--- config.mk ---
export PLATFORM = sky130hd
export DESIGN_NAME = sbeh_error_handler
export DESIGN_NICKNAME = d
export VERILOG_FILES = /design/src/rtl/sbeh_pkg.sv /design/src/rtl/sbeh_error_handler.sv
export VERILOG_INCLUDE_DIRS = /design/src /design/src/rtl
export SDC_FILE = /design/constraint.sdc
export NUM_CORES = 1
export LEC_CHECK = 0
export ABC_CLOCK_PERIOD_IN_PS = 2500
export BUFFER_PORTS_ARGS = -buffer_cell sky130_fd_sc_hd__clkbuf_2
export CAP_MARGIN = 20
export CORE_ASPECT_RATIO = 2
export CORE_MARGIN = 2
export CORE_UTILIZATION = 40
export CTS_CLUSTER_SIZE = 28
export DETAILED_ROUTE_END_ITERATION = 8
export GPL_ROUTABILITY_DRIVEN = 0
export GPL_TIMING_DRIVEN = 0
export MAX_ROUTING_LAYER = met4
export PLACE_DENSITY_LB_ADDON = 0.05
export SLEW_MARGIN = 20
export SYNTH_ARGS = -nofsm -noshare
export SYNTH_HDL_FRONTEND = slang
export SYNTH_SLANG_ARGS = --single-unit
--- constraint.sdc ---
create_clock -name clk_i -period 2.5 [get_ports clk_i]
set_clock_uncertainty 0.1 [all_clocks]
set_input_delay 0.5 -clock clk_i [delete_from_list [all_inputs] [get_ports clk_i]]
set_output_delay 0.5 -clock clk_i [all_outputs]
set_load 0.03 [all_outputs]
--- src/rtl/sbeh_cfg.svh ---
`ifndef SBEH_CFG_SVH
`define SBEH_CFG_SVH

// register byte offsets on the apb slave
`define SBEH_ADDR_W        12
`define SBEH_OFF_CTRL      12'h000
`define SBEH_OFF_PSTAT     12'h004
`define SBEH_OFF_SSTAT     12'h008

// control register fields
`define SBEH_CTRL_W        3
`define SBEH_CTRL_SERR_EN  0
`define SBEH_CTRL_MA_MODE  1
`define SBEH_CTRL_DISCARD  2
`define SBEH_CTRL_RST      3'h0

// status register fields, write one to clear
`define SBEH_STAT_W        5
`define SBEH_STAT_DET_PAR  0
`define SBEH_STAT_DPAR_RPT 1
`define SBEH_STAT_RCV_MA   2
`define SBEH_STAT_SC_DISC  3
`define SBEH_STAT_SERR_SIG 4
`define SBEH_STAT_RST      5'h00

// error completion message codes
`define SBEH_SCM_CLASS     4'h1
`define SBEH_IDX_MA        8'h00
`define SBEH_IDX_WPAR      8'h02

// bus side encoding
`define SBEH_SIDE_PRI      1'b0
`define SBEH_SIDE_SEC      1'b1

`endif

--- src/rtl/sbeh_pkg.sv ---
package sbeh_pkg;

  // transaction kinds seen by the error logic
  typedef enum logic [2:0] {
    SBEH_KIND_READ,
    SBEH_KIND_NPW,
    SBEH_KIND_PW,
    SBEH_KIND_SC,
    SBEH_KIND_SCM,
    SBEH_KIND_OTHER
  } sbeh_kind_e;

  // events reported by the forwarding logic
  typedef enum logic [2:0] {
    SBEH_EV_ORIG_DATA,
    SBEH_EV_DEST_PERR,
    SBEH_EV_DEST_MA,
    SBEH_EV_DEST_SPLIT,
    SBEH_EV_DEST_DONE
  } sbeh_event_e;

  // context tracking state
  typedef enum logic {
    SBEH_CTX_IDLE,
    SBEH_CTX_BUSY
  } sbeh_ctx_e;

endpackage

--- src/rtl/sbeh_error_handler.sv ---
`timescale 1ns/1ps
`include "sbeh_cfg.svh"

// Function
// - originating side is the side acting as target
// - forward data, enables, parity unchanged
// - immediate read parity error: status, PERR
// - keep fetching after read parity error
// - write parity error: discard or forward
// - never Retry or Target-Abort on parity
// - discard option delays split response
// - after split response always forward write
// - destination PERR, immediate end: error message
// - destination split response: end normally
// - completion parity error: PERR, forward bad
// - message parity error: discard, SERR
// - destination PERR on completion: status only
// - forward messages without decoding them
// - posted write parity: PERR, forward bad
// - clean posted write, destination PERR: SERR
// - master-abort on request: bridge error message
// - dword master-abort message replaces completion
// - exclusive accesses handled identically
// - posted write master-abort: disconnect, discard
// - master-abort mode gates posted write SERR
// - completion master-abort: discard, SERR, status
// - generated messages carry bridge error class
// - master-abort message index is zero
module sbeh_error_handler
  import sbeh_pkg::*;
#(
  parameter int DATA_W = 64,
  parameter int BE_W   = 8
) (
  input  wire logic                    clk_i,
  input  wire logic                    rst_n_i,
  input  wire logic                    psel_i,
  input  wire logic                    penable_i,
  input  wire logic                    pwrite_i,
  input  wire logic [`SBEH_ADDR_W-1:0] paddr_i,
  input  wire logic [31:0]             pwdata_i,
  output logic      [31:0]             prdata_o,
  output logic                         pready_o,
  output logic                         pslverr_o,
  input  wire logic                    txn_start_i,
  input  wire sbeh_kind_e              txn_kind_i,
  input  wire logic                    txn_req_side_i,
  input  wire logic                    txn_cpl_side_i,
  input  wire logic                    txn_dword_i,
  input  wire logic                    ev_valid_i,
  input  wire sbeh_event_e             ev_code_i,
  input  wire logic                    ev_par_err_i,
  input  wire logic [DATA_W-1:0]       ad_i,
  input  wire logic [BE_W-1:0]         cbe_n_i,
  input  wire logic                    par_i,
  input  wire logic                    par64_i,
  output logic      [DATA_W-1:0]       ad_o,
  output logic      [BE_W-1:0]         cbe_n_o,
  output logic                         par_o,
  output logic                         par64_o,
  output logic                         perr_pri_o,
  output logic                         perr_sec_o,
  output logic                         serr_o,
  output logic                         resp_dt_o,
  output logic                         resp_split_o,
  output logic                         fwd_o,
  output logic                         fwd_bad_par_o,
  output logic                         discard_o,
  output logic                         disconnect_o,
  output logic                         fetch_more_o,
  output logic                         scm_valid_o,
  output logic      [3:0]              scm_class_o,
  output logic      [7:0]              scm_index_o,
  output logic                         scm_replace_o
);

  // register state
  logic [`SBEH_CTRL_W-1:0]       ctrl;
  logic [1:0][`SBEH_STAT_W-1:0]  stat;
  logic [`SBEH_CTRL_W-1:0]       next_ctrl;
  logic [1:0][`SBEH_STAT_W-1:0]  next_stat;
  logic [1:0][`SBEH_STAT_W-1:0]  set_v;
  logic [1:0][`SBEH_STAT_W-1:0]  clr_v;
  logic [31:0]                   next_prdata;
  logic                          next_pready;
  logic                          next_pslverr;

  // transaction context
  sbeh_ctx_e                     ctx_state;
  sbeh_ctx_e                     next_ctx_state;
  sbeh_kind_e                    ctx_kind;
  sbeh_kind_e                    next_ctx_kind;
  logic                          ctx_orig;
  logic                          next_ctx_orig;
  logic                          ctx_oerr;
  logic                          next_ctx_oerr;
  logic                          ctx_derr;
  logic                          next_ctx_derr;
  logic                          ctx_split;
  logic                          next_ctx_split;
  logic                          ctx_dword;
  logic                          next_ctx_dword;
  logic                          ctx_dest;

  // registered event answers
  logic [1:0]                    perr_q;
  logic [1:0]                    next_perr;
  logic                          next_serr;
  logic                          next_resp_dt;
  logic                          next_resp_split;
  logic                          next_fwd;
  logic                          next_fwd_bad;
  logic                          next_discard;
  logic                          next_disconnect;
  logic                          next_fetch_more;
  logic                          next_scm_valid;
  logic [7:0]                    next_scm_index;
  logic                          next_scm_replace;

  logic                          ev_hit;
  logic                          apb_done;
  logic                          serr_en;
  logic                          ma_mode;
  logic                          disc_opt;

  assign ctx_dest = ~ctx_orig;
  assign ev_hit   = ev_valid_i && (ctx_state == SBEH_CTX_BUSY) && !txn_start_i;
  assign apb_done = psel_i && penable_i && pready_o;
  assign serr_en  = ctrl[`SBEH_CTRL_SERR_EN];
  assign ma_mode  = ctrl[`SBEH_CTRL_MA_MODE];
  assign disc_opt = ctrl[`SBEH_CTRL_DISCARD];
  assign perr_pri_o = perr_q[0];
  assign perr_sec_o = perr_q[1];

  // apb slave: one wait state, write effect at completion edge
  always_comb begin
    next_pready  = psel_i && penable_i && !pready_o;
    next_prdata  = 32'h0000_0000;
    next_pslverr = 1'b0;
    next_ctrl    = ctrl;
    clr_v        = '0;
    if (next_pready) begin
      unique case (paddr_i)
        `SBEH_OFF_CTRL:  next_prdata = {29'h0, ctrl};
        `SBEH_OFF_PSTAT: next_prdata = {27'h0, stat[0]};
        `SBEH_OFF_SSTAT: next_prdata = {27'h0, stat[1]};
        default:         next_pslverr = 1'b1;
      endcase
      if (pwrite_i) begin
        next_prdata = 32'h0000_0000;
      end
    end
    if (apb_done && pwrite_i) begin
      unique case (paddr_i)
        `SBEH_OFF_CTRL:  next_ctrl = pwdata_i[`SBEH_CTRL_W-1:0];
        `SBEH_OFF_PSTAT: clr_v[0] = pwdata_i[`SBEH_STAT_W-1:0];
        `SBEH_OFF_SSTAT: clr_v[1] = pwdata_i[`SBEH_STAT_W-1:0];
        default:         clr_v    = '0;
      endcase
    end
    // hardware set wins over software clear
    next_stat[0] = (stat[0] & ~clr_v[0]) | set_v[0];
    next_stat[1] = (stat[1] & ~clr_v[1]) | set_v[1];
  end

  always_ff @(posedge clk_i or negedge rst_n_i) begin
    if (!rst_n_i) begin
      ctrl      <= `SBEH_CTRL_RST;
      stat[0]   <= `SBEH_STAT_RST;
      stat[1]   <= `SBEH_STAT_RST;
      prdata_o  <= 32'h0000_0000;
      pready_o  <= 1'b0;
      pslverr_o <= 1'b0;
    end else begin
      ctrl      <= next_ctrl;
      stat      <= next_stat;
      prdata_o  <= next_prdata;
      pready_o  <= next_pready;
      pslverr_o <= next_pslverr;
    end
  end

  // error decision per transaction event; exclusive flag has no say
  always_comb begin
    next_ctx_state   = ctx_state;
    next_ctx_kind    = ctx_kind;
    next_ctx_orig    = ctx_orig;
    next_ctx_oerr    = ctx_oerr;
    next_ctx_derr    = ctx_derr;
    next_ctx_split   = ctx_split;
    next_ctx_dword   = ctx_dword;
    set_v            = '0;
    next_perr        = 2'b00;
    next_serr        = 1'b0;
    next_resp_dt     = 1'b0;
    next_resp_split  = 1'b0;
    next_fwd         = 1'b0;
    next_fwd_bad     = 1'b0;
    next_discard     = 1'b0;
    next_disconnect  = 1'b0;
    next_scm_valid   = 1'b0;
    next_scm_index   = scm_index_o;
    next_scm_replace = 1'b0;
    if (txn_start_i) begin
      next_ctx_state = SBEH_CTX_BUSY;
      next_ctx_kind  = txn_kind_i;
      // completions originate nearest the completer
      next_ctx_orig  = (txn_kind_i == SBEH_KIND_SC || txn_kind_i == SBEH_KIND_SCM) ?
                       txn_cpl_side_i : txn_req_side_i;
      next_ctx_oerr  = 1'b0;
      next_ctx_derr  = 1'b0;
      next_ctx_dword = txn_dword_i;
      // early split response when writes are never discarded
      next_ctx_split  = (txn_kind_i == SBEH_KIND_NPW) && !disc_opt;
      next_resp_split = (txn_kind_i == SBEH_KIND_NPW) && !disc_opt;
    end else if (ev_hit) begin
      unique case (ev_code_i)
        SBEH_EV_ORIG_DATA: begin
          next_fwd = 1'b1;
          if (ev_par_err_i) begin
            set_v[ctx_orig][`SBEH_STAT_DET_PAR] = 1'b1;
            next_ctx_oerr = 1'b1;
            unique case (ctx_kind)
              SBEH_KIND_NPW: begin
                next_perr[ctx_orig] = 1'b1;
                if (ctx_split) begin
                  next_fwd_bad = 1'b1;
                end else begin
                  // data transfer, never retry or abort
                  next_resp_dt   = 1'b1;
                  next_discard   = 1'b1;
                  next_fwd       = 1'b0;
                  next_ctx_state = SBEH_CTX_IDLE;
                end
              end
              SBEH_KIND_SCM: begin
                next_discard   = 1'b1;
                next_fwd       = 1'b0;
                next_serr      = serr_en;
                next_ctx_state = SBEH_CTX_IDLE;
              end
              default: begin
                next_perr[ctx_orig] = 1'b1;
                next_fwd_bad        = 1'b1;
              end
            endcase
          end else if (ctx_kind == SBEH_KIND_NPW && !ctx_split) begin
            // split response only after parity was checked
            next_resp_split = 1'b1;
            next_ctx_split  = 1'b1;
          end
        end
        SBEH_EV_DEST_PERR: begin
          next_ctx_derr = 1'b1;
          set_v[ctx_dest][`SBEH_STAT_DPAR_RPT] = 1'b1;
          if (ctx_kind == SBEH_KIND_READ) begin
            set_v[ctx_dest][`SBEH_STAT_DET_PAR] = 1'b1;
            next_perr[ctx_dest] = 1'b1;
            next_fwd_bad        = 1'b1;
          end else if (ctx_kind == SBEH_KIND_PW && !ctx_oerr) begin
            next_serr = serr_en;
          end
        end
        SBEH_EV_DEST_MA: begin
          set_v[ctx_dest][`SBEH_STAT_RCV_MA] = 1'b1;
          next_ctx_state = SBEH_CTX_IDLE;
          unique case (ctx_kind)
            SBEH_KIND_PW: begin
              next_disconnect = 1'b1;
              next_discard    = 1'b1;
              next_serr       = serr_en && ma_mode;
            end
            SBEH_KIND_SC, SBEH_KIND_SCM: begin
              set_v[ctx_dest][`SBEH_STAT_SC_DISC] = 1'b1;
              next_discard = 1'b1;
              next_serr    = serr_en;
            end
            default: begin
              next_scm_valid   = 1'b1;
              next_scm_index   = `SBEH_IDX_MA;
              next_scm_replace = ctx_dword;
            end
          endcase
        end
        SBEH_EV_DEST_SPLIT: begin
          // target will complete later; nothing more to do
          next_ctx_state = SBEH_CTX_IDLE;
        end
        SBEH_EV_DEST_DONE: begin
          next_ctx_state = SBEH_CTX_IDLE;
          if ((ctx_kind == SBEH_KIND_NPW || ctx_kind == SBEH_KIND_OTHER) && ctx_derr) begin
            next_scm_valid   = 1'b1;
            next_scm_index   = `SBEH_IDX_WPAR;
            next_scm_replace = ctx_dword;
          end
        end
        default: begin
          next_ctx_state = ctx_state;
        end
      endcase
    end
    if (next_serr) begin
      set_v[0][`SBEH_STAT_SERR_SIG] = 1'b1;
    end
    // reads keep fetching until master-abort, split or done ends the context
    next_fetch_more = (next_ctx_state == SBEH_CTX_BUSY) &&
                      (next_ctx_kind == SBEH_KIND_READ);
  end

  always_ff @(posedge clk_i or negedge rst_n_i) begin
    if (!rst_n_i) begin
      ctx_state     <= SBEH_CTX_IDLE;
      ctx_kind      <= SBEH_KIND_READ;
      ctx_orig      <= `SBEH_SIDE_PRI;
      ctx_oerr      <= 1'b0;
      ctx_derr      <= 1'b0;
      ctx_split     <= 1'b0;
      ctx_dword     <= 1'b0;
      perr_q        <= 2'b00;
      serr_o        <= 1'b0;
      resp_dt_o     <= 1'b0;
      resp_split_o  <= 1'b0;
      fwd_o         <= 1'b0;
      fwd_bad_par_o <= 1'b0;
      discard_o     <= 1'b0;
      disconnect_o  <= 1'b0;
      fetch_more_o  <= 1'b0;
      scm_valid_o   <= 1'b0;
      scm_class_o   <= 4'h0;
      scm_index_o   <= 8'h00;
      scm_replace_o <= 1'b0;
    end else begin
      ctx_state     <= next_ctx_state;
      ctx_kind      <= next_ctx_kind;
      ctx_orig      <= next_ctx_orig;
      ctx_oerr      <= next_ctx_oerr;
      ctx_derr      <= next_ctx_derr;
      ctx_split     <= next_ctx_split;
      ctx_dword     <= next_ctx_dword;
      perr_q        <= next_perr;
      serr_o        <= next_serr;
      resp_dt_o     <= next_resp_dt;
      resp_split_o  <= next_resp_split;
      fwd_o         <= next_fwd;
      fwd_bad_par_o <= next_fwd_bad;
      discard_o     <= next_discard;
      disconnect_o  <= next_disconnect;
      fetch_more_o  <= next_fetch_more;
      scm_valid_o   <= next_scm_valid;
      scm_class_o   <= `SBEH_SCM_CLASS;
      scm_index_o   <= next_scm_index;
      scm_replace_o <= next_scm_replace;
    end
  end

  // destination data path, messages pass undecoded, bad parity kept
  always_ff @(posedge clk_i or negedge rst_n_i) begin
    if (!rst_n_i) begin
      ad_o    <= '0;
      cbe_n_o <= '1;
      par_o   <= 1'b0;
      par64_o <= 1'b0;
    end else begin
      ad_o    <= ad_i;
      cbe_n_o <= cbe_n_i;
      par_o   <= par_i;
      par64_o <= par64_i;
    end
  end

  // checks
  a_dp_passthru: assert property (@(posedge clk_i) disable iff (!rst_n_i)
    ##1 (ad_o == $past(ad_i)) && (par_o == $past(par_i)) && (par64_o == $past(par64_i)))
    else $error("data path altered");

  a_npw_discard_dt: assert property (@(posedge clk_i) disable iff (!rst_n_i)
    (ev_hit && ev_code_i == SBEH_EV_ORIG_DATA && ev_par_err_i && ctx_kind == SBEH_KIND_NPW
     && !ctx_split) |=> resp_dt_o && discard_o && !fwd_o && !resp_split_o)
    else $error("npw parity error not discarded");

  a_parity_resp_once: assert property (@(posedge clk_i) disable iff (!rst_n_i)
    (ev_hit && ev_code_i == SBEH_EV_ORIG_DATA && ev_par_err_i && ctx_kind == SBEH_KIND_NPW)
    |=> (resp_dt_o != ctx_split) && (perr_pri_o || perr_sec_o))
    else $error("bad answer to write parity error");

  a_split_after_chk: assert property (@(posedge clk_i) disable iff (!rst_n_i)
    (resp_split_o && $past(disc_opt)) |->
    $past(ev_hit && ev_code_i == SBEH_EV_ORIG_DATA && !ev_par_err_i))
    else $error("split response before parity check");

  a_ma_scm_code: assert property (@(posedge clk_i) disable iff (!rst_n_i)
    (ev_hit && ev_code_i == SBEH_EV_DEST_MA && ctx_kind == SBEH_KIND_READ) |=>
    scm_valid_o && scm_class_o == 4'h1 && scm_index_o == 8'h00 && !discard_o)
    else $error("master-abort message wrong");

  a_pw_ma_disc: assert property (@(posedge clk_i) disable iff (!rst_n_i)
    (ev_hit && ev_code_i == SBEH_EV_DEST_MA && ctx_kind == SBEH_KIND_PW) |=>
    disconnect_o && discard_o && (serr_o == $past(serr_en && ma_mode)) && !scm_valid_o)
    else $error("posted write master-abort handling");

  a_sc_ma_serr: assert property (@(posedge clk_i) disable iff (!rst_n_i)
    (ev_hit && ev_code_i == SBEH_EV_DEST_MA && ctx_kind == SBEH_KIND_SC) |=>
    discard_o && serr_o == $past(serr_en) ##1 stat[0][`SBEH_STAT_SERR_SIG] == $past(serr_en, 2)
    || !$past(serr_en, 2))
    else $error("completion master-abort handling");

  a_scm_perr_disc: assert property (@(posedge clk_i) disable iff (!rst_n_i)
    (ev_hit && ev_code_i == SBEH_EV_ORIG_DATA && ev_par_err_i && ctx_kind == SBEH_KIND_SCM)
    |=> discard_o && !fwd_o && (serr_o == $past(serr_en)) ##1 ctx_state == SBEH_CTX_IDLE)
    else $error("message parity error handling");

  a_pw_clean_serr: assert property (@(posedge clk_i) disable iff (!rst_n_i)
    (ev_hit && ev_code_i == SBEH_EV_DEST_PERR && ctx_kind == SBEH_KIND_PW) |=>
    serr_o == ($past(serr_en) && !$past(ctx_oerr)))
    else $error("posted write destination perr serr");

  a_read_perr_dest: assert property (@(posedge clk_i) disable iff (!rst_n_i)
    (ev_hit && ev_code_i == SBEH_EV_DEST_PERR && ctx_kind == SBEH_KIND_READ) |=>
    perr_q[$past(ctx_dest)] && !perr_q[$past(ctx_orig)] && fwd_bad_par_o && fetch_more_o)
    else $error("read parity error handling");

endmodule

==> results.yml <==
floorplanning:
  die_x_um: 76.5
  ios: 267
  die_h_um: 149
  die_area_um2: 11400
  start_util_pct: 40.6
  core_region_area_um2: 10300
  row_count: 53
power_and_ir_drop:
  p_leak_nw: 3.25
  internal_power_mw: 4.12
  power_density_nw_per_um2: 874
  power_switching_mw: 1.32
  p_seq_share_pct: 38.0
  p_comb_share_pct: 11.8
  ir_worst_vdd_mv: 0.501
  p_sw_share_pct: 24.2
  clkPwrFrac_pct: 50.2
drt:
  ant_nets: 0
  dr.pass1.iters: 4
  drc_errors: 0
  post_drt_wl_per_cell_um: 13.8
  vias: 3139
  drtIter0Drc: 102
  viasPerCell: 4.36
  routed_wl_mm: 9.94
synthesis:
  synth_top_family_by_area: "simple AND/OR/NAND/NOR gates"
  synth_ff_type: "dfrtp_1"
  synth-xor-area-share_pct: 0
  synth_adder_area_share_pct: 0
  synthArstFlopShare_pct: 100
  syn_area_um2: 4200
  synth-warning-count: 0
  ys_seq_area_share_pct: 69.9
  synth_edf_count: 0
  muxShareOfSynthArea_pct: 3.10
  synth_compound_gate_area_share_pct: 6.76
  synthSimpleGateAreaFrac_pct: 11.6
  yosysUniqueCellTypes: 45
  syn_area_per_cell_um2: 13.3
  netlist_instances: 315
  synth_seq_cells: 117
place:
  portBuffers: 198
  place_area_um2: 5540
  hpwl_mm: 7.82
  place_ws_ps: -152
clock_tree:
  cts_tree: "built"
  cts_setup_buffers: 0
  htreeDepth: 4
  cts_repair_resize_count: 0
  clock_path_buffers: 2
  path_clk_slew_ps: 60
  clock_sinks: 117
  ctsHoldBuffers: 1
  clock_latency_ps: 400
  cts_root_buf: "clkbuf_16"
  numCtsBuffers: 17
timing:
  relSlewSlack_pct: 36.4
  rsz0062_at_grt: "no"
  setup_ws_ps: 242
  setup_viol: 0
  slew_violations: 0
  max_freq_ghz: 0.443
  hold_ws_ps: 78.5
  tightest_slew_ps: 941
  report.final.hold_viol_count: 0
  finalCritPeriodShare_pct: 90.3
  fin_crit_ps: 2260
cells_and_area:
  area_growth_pct: 48.1
  fill_cells: 907
  diodes: 0
  multi_input_area_um2: 1050
  final_util_pct: 60.1
  fin_area_um2: 6220
  nets: 705
  drive_above_1_share_pct: 50.9
  regArea_um2: 2940
worst_setup_path:
  crit_type: "in2reg"
  worstPathMaxFanout: 9
  rr_worst_depth: 5
  cp_data_required_time_ps: 2680
  crit_arrival_ps: 2440
  endpoint_kind: "register"
  start_kind: "primary input"
global_route:
  grt.overflow.total: 0
  antenna_found_initial: 0
  grt_max_degree: 64
  track_usage_pct: 18.8
  grt_pass1_vias: 3147
  grt_pass1_wl_mm: 15.8
outcome:
  status: "finished, final reports clean"
worst_hold_path:
  min_path_type: "in2reg"
  hold_depth: 1
run:
  max_cap_viol_count: 0
==> final timing paths <==
kind | startpoint | endpoint | slack, ps
setup / recovery | paddr_i[3] | stat[0] | 240
hold / removal | cbe_n_i[4] | cbe_n_o[4] | 80
setup reg to reg | ctx_kind[0] | fetch_more_o | 540
hold reg to reg | stat[1] | stat[1] | 400
max in group asynchronous | rst_n_i | cbe_n_o[1] | 1080
min in group asynchronous | rst_n_i | ad_o[21] | 520
==> cell usage in the layout, fill, tap and decap left out, types with 10 or more instances in the layout <==
cell type | Yosys | routed
dfrtp_1 | 109 | 109
nand2_1 | 20 | 20
o21ai_0 | 14 | 14
buf_4 | 37 | 37
clkbuf_2 | 1 | 198
conb_1 | 2 | 38
nor2_1 | 22 | 22
inv_1 | 10 | 10
clkbuf_16 | 0 | 17
==> metrics by stage <==
step	TNS, ps	instances	power [mW]
floorplan	0	351	2.49
global placement	-96710	686	2.73
detailed placement	-1140	687	2.74
CTS	0	720	5.50
global route	0	720	5.66
finish	0	720	5.44
==> cells by family after synthesis <==
family | Yosys count
AO/OA/AOI/OAI | 42
buffers and inverters | 55
flip-flops | 117
multiplexers | 12
other | 2
AND/OR/NAND/NOR | 87
==> flip-flops by register name, summed over array words and instances, names as in the netlist, 2 cells and up <==
register and flops:
prdata_o 5, stat 10, ad_o 64, ctx_kind 3
perr_q 2, cbe_n_o 8, ctrl 3
==> cell usage after synthesis (4+ instances only) <==
cell       number  area [µm²]
nor3_1          5        25.0
nand2_1        20        75.1
nor4_1          5        31.3
nor2b_1         7        43.8
o2bb2ai_1       4        35.0
dfrtp_1       109        2730
mux2i_1         4        40.0
mux2_2          8        90.1
inv_1          10        37.5
dfstp_2         8         210
o21ai_0        14        70.1
clkbuf_1        6        22.5
a22o_1          5        43.8
buf_4          37         278
a21oi_1         5        25.0
nor2_1         22        82.6
==> routing by layer <==
| layer | track usage, % | wire length (µm) | vias up |
|---|---|---|---|
| met5 | - | 0 | - |
| met1 | 21.2 | 3900 | 1464 |
| li1 | - | - | 1508 |
| met3 | 5.21 | 653 | 14 |
| met4 | 8.55 | 196 | 0 |
| met2 | 30.9 | 5190 | 153 |
==> power by group through the flow <==
stage | combinational (mW) | clock (mW) | sequential (mW)
3_5_place_dp | 0.644 | 0 | 2.10
3_3_place_gp | 0.637 | 0 | 2.10
2_1_floorplan | 0.246 | 0 | 2.25
6_report | 0.641 | 2.73 | 2.07
5_1_grt | 0.693 | 2.89 | 2.08
4_1_cts | 0.648 | 2.78 | 2.07
==> worst max-delay path, cell delays in order <==
cell and delay [ps]:
clkbuf_2 180, or4b_2 690, nor4_1 710, nand2_1 140, a22o_1 210
==> area by class of cell <==
class	count	share of cell area, %
Buffer	45	5.09
Clock buffer	17	6.84
Clock inverter	15	4.02
Inverter	10	0.603
Multi-Input combinational cell	179	16.8
Sequential cell	117	47.2
Tap cell	137	2.75
Timing Repair Buffer	200	16.7
No activity file was read; power rests on OpenSTA's default activity.
